### src/common/gtm_map.vh
// Register map, field layouts, reset values and mode codes of the timer register block
`ifndef GTM_MAP_VH
`define GTM_MAP_VH
// Word offsets (byte addresses)
`define GTM_CFG_OFS        8'h00
`define GTM_MODE_A_OFS     8'h04
`define GTM_MODE_B_OFS     8'h08
`define GTM_CTL_OFS        8'h0c
`define GTM_INT_MASK_OFS   8'h18
`define GTM_INT_STAT_OFS   8'h1c
`define GTM_A_LOAD_OFS     8'h28
`define GTM_B_LOAD_OFS     8'h2c
`define GTM_A_MATCH_OFS    8'h30
`define GTM_B_MATCH_OFS    8'h34
`define GTM_A_PRE_OFS      8'h38
`define GTM_B_PRE_OFS      8'h3c
`define GTM_A_PMATCH_OFS   8'h40
`define GTM_B_PMATCH_OFS   8'h44
`define GTM_A_COUNT_OFS    8'h48
`define GTM_B_COUNT_OFS    8'h4c
// Reset values
`define GTM_HALF_ONES      16'hffff
`define GTM_HALF_ZERO      16'h0000
`define GTM_BYTE_ZERO      8'h00
// Width configuration codes (cfg bits 2:0)
`define GTM_CFG_32BIT      3'h0
`define GTM_CFG_32RTC      3'h1
`define GTM_CFG_16BIT      3'h4
// Per-half mode codes (mode bits 1:0)
`define GTM_MODE_PERIODIC  2'h0
`define GTM_MODE_PWM       2'h1
`define GTM_MODE_EDGE      2'h2
// Interrupt status bit positions
`define GTM_IRQ_A_TIMEOUT  0
`define GTM_IRQ_A_MATCH    1
`define GTM_IRQ_A_EDGE     2
`define GTM_IRQ_RTC        3
`define GTM_IRQ_B_TIMEOUT  8
`define GTM_IRQ_B_MATCH    9
`define GTM_IRQ_B_EDGE     10
`define GTM_IRQ_WIDTH      11
`endif

### src/hdl/gtm_half.v
// One 16-bit timer half with prescaler, match, PWM and edge counting
`timescale 1ns/1ns
`include "gtm_map.vh"
module gtm_half #(
    parameter CW = 16,                   // Counter width
    parameter PW = 8                     // Prescaler width
) (
    // Clock and reset
    input  wire          core_clk,
    input  wire          rst,
    // Control
    input  wire          run,            // Counting enabled
    input  wire [1:0]    mode,           // Periodic, PWM or edge count
    input  wire [CW-1:0] load_val,       // Interval load
    input  wire [CW-1:0] match_val,      // Match value
    input  wire [PW-1:0] pre_val,        // Prescale
    input  wire [PW-1:0] pmatch_val,     // Prescale match
    input  wire          edge_evt,       // Synchronised input edge pulse
    input  wire          tick_in,        // External tick (cascade), or 1
    // Status
    output reg  [CW-1:0] count,          // Live counter
    output reg  [CW-1:0] capture,        // Count at last edge
    output reg  [PW-1:0] pre_count,      // Live prescaler
    output reg           pwm_out,        // PWM output
    output reg           timeout_evt,    // Counter wrapped
    output reg           match_evt,      // 24-bit match event, or edge-count match in edge mode
    output reg           edge_seen       // Edge counted
);
    // Counter steps once the prescaler expires
    wire step   = run && tick_in && (pre_count == {PW{1'b0}});
    wire at_end = (count == {CW{1'b0}});
    wire edge_step = (mode == `GTM_MODE_EDGE) ? edge_evt : 1'b1;

    // Prescaler, counter and event logic
    always @(posedge core_clk) begin
        if (rst) begin
            count       <= `GTM_HALF_ONES;
            capture     <= `GTM_HALF_ONES;
            pre_count   <= `GTM_BYTE_ZERO;
            pwm_out     <= 1'b0;
            timeout_evt <= 1'b0;
            match_evt   <= 1'b0;
            edge_seen   <= 1'b0;
        end else begin
            timeout_evt <= 1'b0;
            match_evt   <= 1'b0;
            edge_seen   <= 1'b0;
            if (!run) begin
                pre_count <= pre_val;
                count     <= load_val;
            end else if (tick_in && edge_step) begin
                // Prescaler divides by pre_val + 1
                if (pre_count != {PW{1'b0}}) begin
                    pre_count <= pre_count - 1'b1;
                end else begin
                    pre_count <= pre_val;
                end
            end
            if (step && edge_step) begin
                if (mode == `GTM_MODE_EDGE) begin
                    // Counts load minus match edges, then reloads load_val and keeps counting
                    capture   <= count;
                    edge_seen <= 1'b1;
                    if (count == match_val + 1'b1) begin
                        match_evt <= 1'b1;
                        count     <= load_val;
                        pre_count <= pre_val;
                    end else begin
                        count <= count - 1'b1;
                    end
                end else if (at_end) begin
                    count       <= load_val;
                    timeout_evt <= 1'b1;
                end else begin
                    count <= count - 1'b1;
                end
            end
            // 24-bit match: counter above prescaler
            if (run && tick_in && mode != `GTM_MODE_EDGE && count == match_val
                && pre_count == pmatch_val) begin
                match_evt <= 1'b1;
            end
            // PWM high from reload down to match
            if (mode == `GTM_MODE_PWM) begin
                pwm_out <= run && (count > match_val);
            end else begin
                pwm_out <= 1'b0;
            end
        end
    end
endmodule // gtm_half

### src/hdl/gtm_regs.v
// Timer register block: load, match, prescale and count registers over Avalon-MM
// Behaviour
// - 32-bit config: B load ignores writes, reads count
// - 16-bit config: B load low field writable
// - B load, match, count reset to ffff
// - 32-bit RTC compares both match halves
// - 16-bit: A match high reads zero
// - PWM duty from match and load
// - Edge count counts load minus match
// - Match used only in RTC, PWM, edge
// - 8-bit prescale, reset zero, read back
// - 8-bit prescale match forms 24-bit compare
// - Count reads live, edge mode captured
// - A count high: B count or zero
// - Count registers read-only, reset ffff
// - 32-bit: A load high aliases B load
`timescale 1ns/1ns
`include "gtm_map.vh"
module gtm_regs #(
    parameter CW = 16,                        // Counter half width
    parameter PW = 8                          // Prescaler width
) (
    // Clock and reset
    input  wire          core_clk,
    input  wire          rst,
    // Avalon-MM slave
    input  wire [7:0]    avs_address,
    input  wire          avs_read,
    input  wire          avs_write,
    input  wire [31:0]   avs_writedata,
    input  wire [3:0]    avs_byteenable,
    output reg  [31:0]   avs_readdata,
    output wire          avs_waitrequest,
    // Edge capture pins
    input  wire          ccp_a_pin,
    input  wire          ccp_b_pin,
    // Outputs
    output wire          pwm_a,
    output wire          pwm_b,
    output wire          irq
);
    // Software state
    reg  [2:0]      cfg;                      // Width configuration
    reg  [1:0]      mode_a;                   // Timer A mode
    reg  [1:0]      mode_b;                   // Timer B mode
    reg  [1:0]      run;                      // Enables, bit0 A, bit1 B
    reg  [CW-1:0]   load_a;                   // Timer A load
    reg  [CW-1:0]   load_b;                   // Timer B load
    reg  [CW-1:0]   match_a;                  // Timer A match
    reg  [CW-1:0]   match_b;                  // Timer B match
    reg  [PW-1:0]   pre_a;                    // Timer A prescale
    reg  [PW-1:0]   pre_b;                    // Timer B prescale
    reg  [PW-1:0]   pmatch_a;                 // Timer A prescale match
    reg  [PW-1:0]   pmatch_b;                 // Timer B prescale match
    reg  [`GTM_IRQ_WIDTH-1:0] int_stat;       // Sticky status
    reg  [`GTM_IRQ_WIDTH-1:0] int_mask;       // Interrupt mask
    reg             ack;                      // One-cycle answer pulse
    // Pin synchronisers
    reg  [1:0]      ccp_a_s;                  // Pin A stages
    reg  [1:0]      ccp_b_s;                  // Pin B stages
    reg             ccp_a_d;                  // Pin A previous
    reg             ccp_b_d;                  // Pin B previous
    // Half outputs
    wire [CW-1:0]   cnt_a;                    // Live A count
    wire [CW-1:0]   cnt_b;                    // Live B count
    wire [CW-1:0]   cap_a;                    // A edge capture
    wire [CW-1:0]   cap_b;                    // B edge capture
    wire [PW-1:0]   pcnt_a;                   // A prescaler count
    wire [PW-1:0]   pcnt_b;                   // B prescaler count
    wire            to_a, to_b;               // Timeout pulses
    wire            mt_a, mt_b;               // Match pulses
    wire            ed_a, ed_b;               // Edge pulses
    wire            pwm_a_raw, pwm_b_raw;     // Half PWM outputs

    // Decoded configuration
    wire wide    = (cfg == `GTM_CFG_32BIT) || (cfg == `GTM_CFG_32RTC);
    wire rtc     = (cfg == `GTM_CFG_32RTC);
    wire [1:0] mode_a_eff = wide ? `GTM_MODE_PERIODIC : mode_a;
    wire [1:0] mode_b_eff = wide ? `GTM_MODE_PERIODIC : mode_b;
    wire edge_a  = ccp_a_s[1] & ~ccp_a_d;
    wire edge_b  = ccp_b_s[1] & ~ccp_b_d;
    // In 32-bit mode B counts when A wraps, forming one long counter
    wire b_tick  = wide ? (to_a || (cnt_a == {CW{1'b0}} && !run[0])) : 1'b1;
    wire do_wr   = avs_write && ack;      // Write lands on the answer edge
    wire do_rd   = avs_read && !ack;

    // Lane merge for byte-enabled writes
    function [31:0] merge;
        input [31:0] old;
        input [31:0] wd;
        input [3:0]  be;
        integer k;
        begin
            merge = old;
            for (k = 0; k < 4; k = k + 1) begin
                if (be[k]) begin
                    merge[k*8 +: 8] = wd[k*8 +: 8];
                end
            end
        end
    endfunction

    wire [31:0] wv_load_a  = merge({load_b, load_a}, avs_writedata, avs_byteenable);
    wire [31:0] wv_match_a = merge({match_b, match_a}, avs_writedata, avs_byteenable);
    wire [31:0] wv_load_b  = merge({16'h0000, load_b}, avs_writedata, avs_byteenable);
    wire [31:0] wv_match_b = merge({16'h0000, match_b}, avs_writedata, avs_byteenable);
    wire [31:0] wv_pre     = merge(32'h0000_0000, avs_writedata, avs_byteenable);

    // Whole 32-bit RTC match
    wire rtc_match = rtc && run[0] && ({cnt_b, cnt_a} == {match_b, match_a});
    // Match events counted only in the modes that use them
    wire use_a = rtc || (!wide && mode_a != `GTM_MODE_PERIODIC);
    wire use_b = !wide && mode_b != `GTM_MODE_PERIODIC;

    // Event vector for the sticky status
    wire [`GTM_IRQ_WIDTH-1:0] events;
    assign events[`GTM_IRQ_A_TIMEOUT] = to_a;
    assign events[`GTM_IRQ_A_MATCH]   = mt_a && use_a && !rtc;
    assign events[`GTM_IRQ_A_EDGE]    = ed_a;
    assign events[`GTM_IRQ_RTC]       = rtc_match;
    assign events[7:4]                = 4'h0;
    assign events[`GTM_IRQ_B_TIMEOUT] = to_b && !wide;
    assign events[`GTM_IRQ_B_MATCH]   = mt_b && use_b;
    assign events[`GTM_IRQ_B_EDGE]    = ed_b && !wide;

    // Bus handshake: one wait cycle then answer
    assign avs_waitrequest = (avs_read || avs_write) && !ack;
    assign irq   = |(int_stat & int_mask);
    assign pwm_a = pwm_a_raw;
    assign pwm_b = pwm_b_raw;

    // Synchronise capture pins
    always @(posedge core_clk) begin
        if (rst) begin
            ccp_a_s <= 2'b00;
            ccp_b_s <= 2'b00;
            ccp_a_d <= 1'b0;
            ccp_b_d <= 1'b0;
        end else begin
            ccp_a_s <= {ccp_a_s[0], ccp_a_pin};
            ccp_b_s <= {ccp_b_s[0], ccp_b_pin};
            ccp_a_d <= ccp_a_s[1];
            ccp_b_d <= ccp_b_s[1];
        end
    end

    // Register writes and status
    always @(posedge core_clk) begin
        if (rst) begin
            cfg      <= `GTM_CFG_32BIT;
            mode_a   <= `GTM_MODE_PERIODIC;
            mode_b   <= `GTM_MODE_PERIODIC;
            run      <= 2'b00;
            load_a   <= `GTM_HALF_ONES;
            load_b   <= `GTM_HALF_ONES;
            match_a  <= `GTM_HALF_ONES;
            match_b  <= `GTM_HALF_ONES;
            pre_a    <= `GTM_BYTE_ZERO;
            pre_b    <= `GTM_BYTE_ZERO;
            pmatch_a <= `GTM_BYTE_ZERO;
            pmatch_b <= `GTM_BYTE_ZERO;
            int_stat <= {`GTM_IRQ_WIDTH{1'b0}};
            int_mask <= {`GTM_IRQ_WIDTH{1'b0}};
            ack      <= 1'b0;
        end else begin
            ack <= (avs_read || avs_write) && !ack;
            // Set wins over write-one-to-clear
            if (do_wr && avs_address == `GTM_INT_STAT_OFS) begin
                int_stat <= (int_stat & ~avs_writedata[`GTM_IRQ_WIDTH-1:0]) | events;
            end else begin
                int_stat <= int_stat | events;
            end
            if (do_wr) begin
                case (avs_address)
                    `GTM_CFG_OFS:      cfg    <= avs_writedata[2:0];
                    `GTM_MODE_A_OFS:   mode_a <= avs_writedata[1:0];
                    `GTM_MODE_B_OFS:   mode_b <= avs_writedata[1:0];
                    `GTM_CTL_OFS:      run    <= avs_writedata[1:0];
                    `GTM_INT_MASK_OFS: int_mask <= avs_writedata[`GTM_IRQ_WIDTH-1:0];
                    `GTM_A_LOAD_OFS: begin
                        load_a <= wv_load_a[15:0];
                        if (wide) begin
                            load_b <= wv_load_a[31:16];
                        end
                    end
                    `GTM_B_LOAD_OFS: begin
                        if (!wide) begin
                            load_b <= wv_load_b[15:0];
                        end
                    end
                    `GTM_A_MATCH_OFS: begin
                        match_a <= wv_match_a[15:0];
                        if (wide) begin
                            match_b <= wv_match_a[31:16];
                        end
                    end
                    `GTM_B_MATCH_OFS:  match_b  <= wv_match_b[15:0];
                    `GTM_A_PRE_OFS:    pre_a    <= wv_pre[7:0];
                    `GTM_B_PRE_OFS:    pre_b    <= wv_pre[7:0];
                    `GTM_A_PMATCH_OFS: pmatch_a <= wv_pre[7:0];
                    `GTM_B_PMATCH_OFS: pmatch_b <= wv_pre[7:0];
                    default: ;                     // Count registers are read-only
                endcase
            end
        end
    end

    // Read data register; unmapped reads give zero
    always @(posedge core_clk) begin
        if (rst) begin
            avs_readdata <= 32'h0000_0000;
        end else if (do_rd) begin
            case (avs_address)
                `GTM_CFG_OFS:      avs_readdata <= {29'h0, cfg};
                `GTM_MODE_A_OFS:   avs_readdata <= {30'h0, mode_a};
                `GTM_MODE_B_OFS:   avs_readdata <= {30'h0, mode_b};
                `GTM_CTL_OFS:      avs_readdata <= {30'h0, run};
                `GTM_INT_MASK_OFS: avs_readdata <= {21'h0, int_mask};
                `GTM_INT_STAT_OFS: avs_readdata <= {21'h0, int_stat};
                `GTM_A_LOAD_OFS:
                    avs_readdata <= {(wide ? load_b : `GTM_HALF_ZERO), load_a};
                `GTM_B_LOAD_OFS:
                    avs_readdata <= {16'h0, (wide ? cnt_b : load_b)};
                `GTM_A_MATCH_OFS:
                    avs_readdata <= {(wide ? match_b : `GTM_HALF_ZERO), match_a};
                `GTM_B_MATCH_OFS:  avs_readdata <= {16'h0, match_b};
                `GTM_A_PRE_OFS:    avs_readdata <= {24'h0, pre_a};
                `GTM_B_PRE_OFS:    avs_readdata <= {24'h0, pre_b};
                `GTM_A_PMATCH_OFS: avs_readdata <= {24'h0, pmatch_a};
                `GTM_B_PMATCH_OFS: avs_readdata <= {24'h0, pmatch_b};
                `GTM_A_COUNT_OFS:
                    avs_readdata <= {(wide ? cnt_b : `GTM_HALF_ZERO),
                        (mode_a_eff == `GTM_MODE_EDGE ? cap_a : cnt_a)};
                `GTM_B_COUNT_OFS:
                    avs_readdata <= {16'h0,
                        (mode_b_eff == `GTM_MODE_EDGE ? cap_b : cnt_b)};
                default:           avs_readdata <= 32'h0000_0000;
            endcase
        end
    end

    // Timer A half
    gtm_half #(.CW(CW), .PW(PW)) u_half_a (
        .core_clk    (core_clk),
        .rst         (rst),
        .run         (run[0]),
        .mode        (mode_a_eff),
        .load_val    (load_a),
        .match_val   (match_a),
        .pre_val     (wide ? `GTM_BYTE_ZERO : pre_a),
        .pmatch_val  (wide ? `GTM_BYTE_ZERO : pmatch_a),
        .edge_evt    (edge_a),
        .tick_in     (1'b1),
        .count       (cnt_a),
        .capture     (cap_a),
        .pre_count   (pcnt_a),
        .pwm_out     (pwm_a_raw),
        .timeout_evt (to_a),
        .match_evt   (mt_a),
        .edge_seen   (ed_a)
    );

    // Timer B half; upper half of the 32-bit counter when wide
    gtm_half #(.CW(CW), .PW(PW)) u_half_b (
        .core_clk    (core_clk),
        .rst         (rst),
        .run         (wide ? run[0] : run[1]),
        .mode        (mode_b_eff),
        .load_val    (load_b),
        .match_val   (match_b),
        .pre_val     (wide ? `GTM_BYTE_ZERO : pre_b),
        .pmatch_val  (wide ? `GTM_BYTE_ZERO : pmatch_b),
        .edge_evt    (edge_b),
        .tick_in     (b_tick),
        .count       (cnt_b),
        .capture     (cap_b),
        .pre_count   (pcnt_b),
        .pwm_out     (pwm_b_raw),
        .timeout_evt (to_b),
        .match_evt   (mt_b),
        .edge_seen   (ed_b)
    );
endmodule // gtm_regs

### config.mk
export PLATFORM = sky130hd
export DESIGN_NAME = gtm_regs
export DESIGN_NICKNAME = d
export VERILOG_FILES = /design/src/hdl/gtm_half.v /design/src/hdl/gtm_regs.v
export VERILOG_INCLUDE_DIRS = /design/src /design/src/common
export SDC_FILE = /design/constraint.sdc
export NUM_CORES = 1
export LEC_CHECK = 0
export ABC_AREA = 1
export BUFFER_PORTS_ARGS = -buffer_cell sky130_fd_sc_hd__buf_4
export CAP_MARGIN = 20
export CORE_ASPECT_RATIO = 1.2
export CORE_MARGIN = 2
export CORE_UTILIZATION = 66
export CTS_BUF_LIST = sky130_fd_sc_hd__clkbuf_2
export CTS_CLUSTER_DIAMETER = 120
export DETAILED_ROUTE_END_ITERATION = 8
export GPL_TIMING_DRIVEN = 0
export PLACE_DENSITY = 0.84
export SLEW_MARGIN = 15
export SYNTH_ARGS = -nofsm -noshare
export SYNTH_HDL_FRONTEND = slang
export SYNTH_SLANG_ARGS = --single-unit
### constraint.sdc
create_clock -name core_clk -period 3.5 [get_ports core_clk]
set_input_delay 0.35 -clock core_clk [delete_from_list [all_inputs] [get_ports core_clk]]
set_output_delay 0.35 -clock core_clk [all_outputs]
set_load 0.03 [all_outputs]
==> results.ini <==
[outcome]
status = complete, but fails checks
violations = design-rule violations

[global_route]
grt_pass1_vias = 18200
grtUsageMet1 = 0.621
grt_pass1_wl_um = 103000
antenna_found_initial = 2
grt.busiest_layer = met2
track_usage = 0.524
grt.met2_usage = 0.774
grt_max_degree = 11
use_met3 = 0.180
grt-ovfl-total = 0

[clocking]
clock_path_buffers = 3
hold_buffers = 36
clock_latency_ns = 0.94
htree_levels = 3
cts_tree = done
postCtsSetupBuffers = 0
path_clk_slew_ns = 0.12
ctsRootBufferMaster = clkbuf_2
cts_resized = 0
numCtsBuffers = 66
clkSinkCount = 254

[logic_synthesis]
synth_flop_cell = dfxtp_1
syn_avg_cell_area_sq_um = 6.43
synth.top_cell.area_share = 0.317
synth_edf_count = 0
yosysUniqueCellTypes = 51
synthTopCellsByArea = dfxtp_1, nand2_1, a21oi_1
yosysWarningCount = 0
syn_area_sq_mm = 0.0160
synth-seq-cells = 254
synth_nets = 2588
yosysSeqAreaShare = 0.317
netlist_instances = 2496
yosys.area.top_type = dfxtp_1
async_reset_ff_frac = 0

[sta]
worstMarginPinSlew_ns = 1.34
rsz0062_at_grt = no
max_freq_mhz = 289
fin_crit_ns = 3.45
skew_ns = 0.0838
period_share = 0.987
slew_headroom = 0.0983
setup-violations-final = 0
tns_ns = 0
finalHoldViolCount = 0
maxSlewViolCount = 0

[placement]
hpwl_um = 51300
gp_congestion = 1.10
io_buffers = 82
postPlaceCellArea_sq_mm = 0.0171
placed_cells = 2898

[layout]
nets = 2774
fin_area_sq_mm = 0.0180
area_growth_pct = 12.4
fin_util = 0.755
fin_cells = 3044
drive_above_1_share = 0.0951

[worst_setup_path]
critPathCaptureType = flop
max_stage_delay_ns = 1.04
crit_path_frequent_cell = o21ai_0
cp.arrival_ns = 4.20
worstPathCellList = nor2_1 > clkbuf_1 > buf_2 > o21ai_0 > nand2_1 > nand3_1 > o21ai_0 > a21oi_1
crit_fanout = 10
slowest_stage = o21ai_0
crit_type = flop to flop
critPathRequiredTime_ns = 4.25
crit_path_start_kind = flop

[drt]
totalWireLength_um = 69100
drc_errors = 17
num_vias = 19900
first_pass_iters = 9
postRouteAntennaNets = 0
viasPerCell = 6.55
initialDrtViolationCount = 3118
wl_per_cell_um = 22.7

[floorplanning]
die-area_sq_mm = 0.0256
fp.dieW_um = 146
rows = 62
start_util = 0.671
io_pins = 86
die_y_um = 175
core_sq_mm = 0.0239

[power_and_ir_drop]
p_leak_uw = 0.00891
peakVddDrop_mv = 0.311
power.density_mw_per_mm2 = 306
finalPower_uw = 5520

[min_path]
hold_class = primary input to flop

[run]
cap_violations = 0

[layout make-up]
type | count | area, sq um
multi-input combinational | 1825 | 9350
fill | 2027 | 5870
sequential | 254 | 5080
inverter | 300 | 1130
timing repair buffer | 118 | 976
buffer | 117 | 487
clock buffer | 93 | 465
tap | 320 | 400
clock inverter | 16 | 140
antenna | 1 | 2.50
[synthesized netlist by cell type (8+ instances only)]
cell type and count:
o22ai_1 32, nor2_1 183, buf_2 20, nand4_1 32
dfxtp_1 254, a31oi_1 8, o21ai_0 234, a21oi_1 236
clkbuf_1 86, inv_1 280, inv_2 13, ha_1 42
nand2_1 603, nor2_2 10, xnor2_1 13, nand2_2 8
xor2_1 42, o311ai_0 24, nor3_1 44, o21ai_1 10
nand3_1 158, o211ai_1 80
[report_power, final]
group          switching (uW)  internal (uW)
Clock                    1340            924
Sequential               4.51           2900
Combinational             243            109
Total                    1590           3930
[path summary, 6_finish.rpt]
check                           depth (start not counted)      startpoint               end  slack (ns)
worst max register to register                          8          cfg[1]  avs_readdata[13]        0.05
worst min register to register                          2      ccp_b_s[0]        ccp_b_s[1]        0.42
worst max-delay path                                    8          cfg[1]  avs_readdata[13]        0.05
worst min-delay path                                    5  avs_address[4]         mode_b[0]       0.005
[per-stage QoR]
stage          hold slack [ns]  setup slack, ns
6_report               0.00479           0.0457
5_1_grt                 0.0966            0.134
4_1_cts                 0.0496            0.768
3_5_place_dp             0.403            0.564
3_3_place_gp             0.391            0.644
2_1_floorplan            0.388             1.50
[flip-flops by register name, indices dropped and copies added, names as in the netlist, 16 cells and up]
name	cells
u_half_a.capture	16
load_a	16
match_a	16
u_half_a.count	16
load_b	16
u_half_b.count	16
avs_readdata	32
u_half_b.capture	16
match_b	16
[cell usage in the layout (no fill, tap or decap), drive strengths merged, types with 2 or more instances in the layout]
cell / count
nor3: 45
o211ai: 80
nand2: 613
bufinv: 3
a221oi: 5
o31ai: 2
a21oi: 236
nor2: 197
nor3b: 2
o221ai: 3
o221a: 2
o21ai: 246
ha: 42
o21bai: 5
nor4: 6
a211oi: 7
xnor2: 13
a31oi: 8
o22ai: 32
nand4: 34
buf: 113
inv: 296
or2: 3
o2111ai: 4
dfxtp: 254
nand3: 164
nand3b: 5
o311ai: 24
clkbuf: 179
clkinv: 17
xor2: 42
dlygate4sd3: 36
[cells by family (layout without fill, tap and decap cells)]
| family | count (synthesis) | in the layout | synth area share |
|---|---|---|---|
| other cells | 0 | 1 | 0 |
| flops | 254 | 254 | 0.317 |
| compound gates | 657 | 657 | 0.233 |
| xor+xnor | 55 | 55 | 0.0300 |
| fa+ha+maj | 42 | 42 | 0.0328 |
| simple gates | 1071 | 1071 | 0.287 |
| buf+inv | 417 | 644 | 0.101 |
[per-layer routing]
| layer | part of all wire | up-vias |
|---|---|---|
| li1 | - | 8776 |
| met1 | 0.33 | 8919 |
| met3 | 0.16 | 485 |
| met4 | 0.099 | 0 |
| met5 | 0 | - |
| met2 | 0.41 | 1743 |
[critical path: cells and delay by family (launching register included)]
family / cells / cell delay [ns]
AOI/OAI and AO/OA: 3 / 1.31
buffers and inverters: 2 / 0.98
and+or+nand+nor: 3 / 0.62
DFF: 1 / 0.37
(Power assumes the default switching activity.)
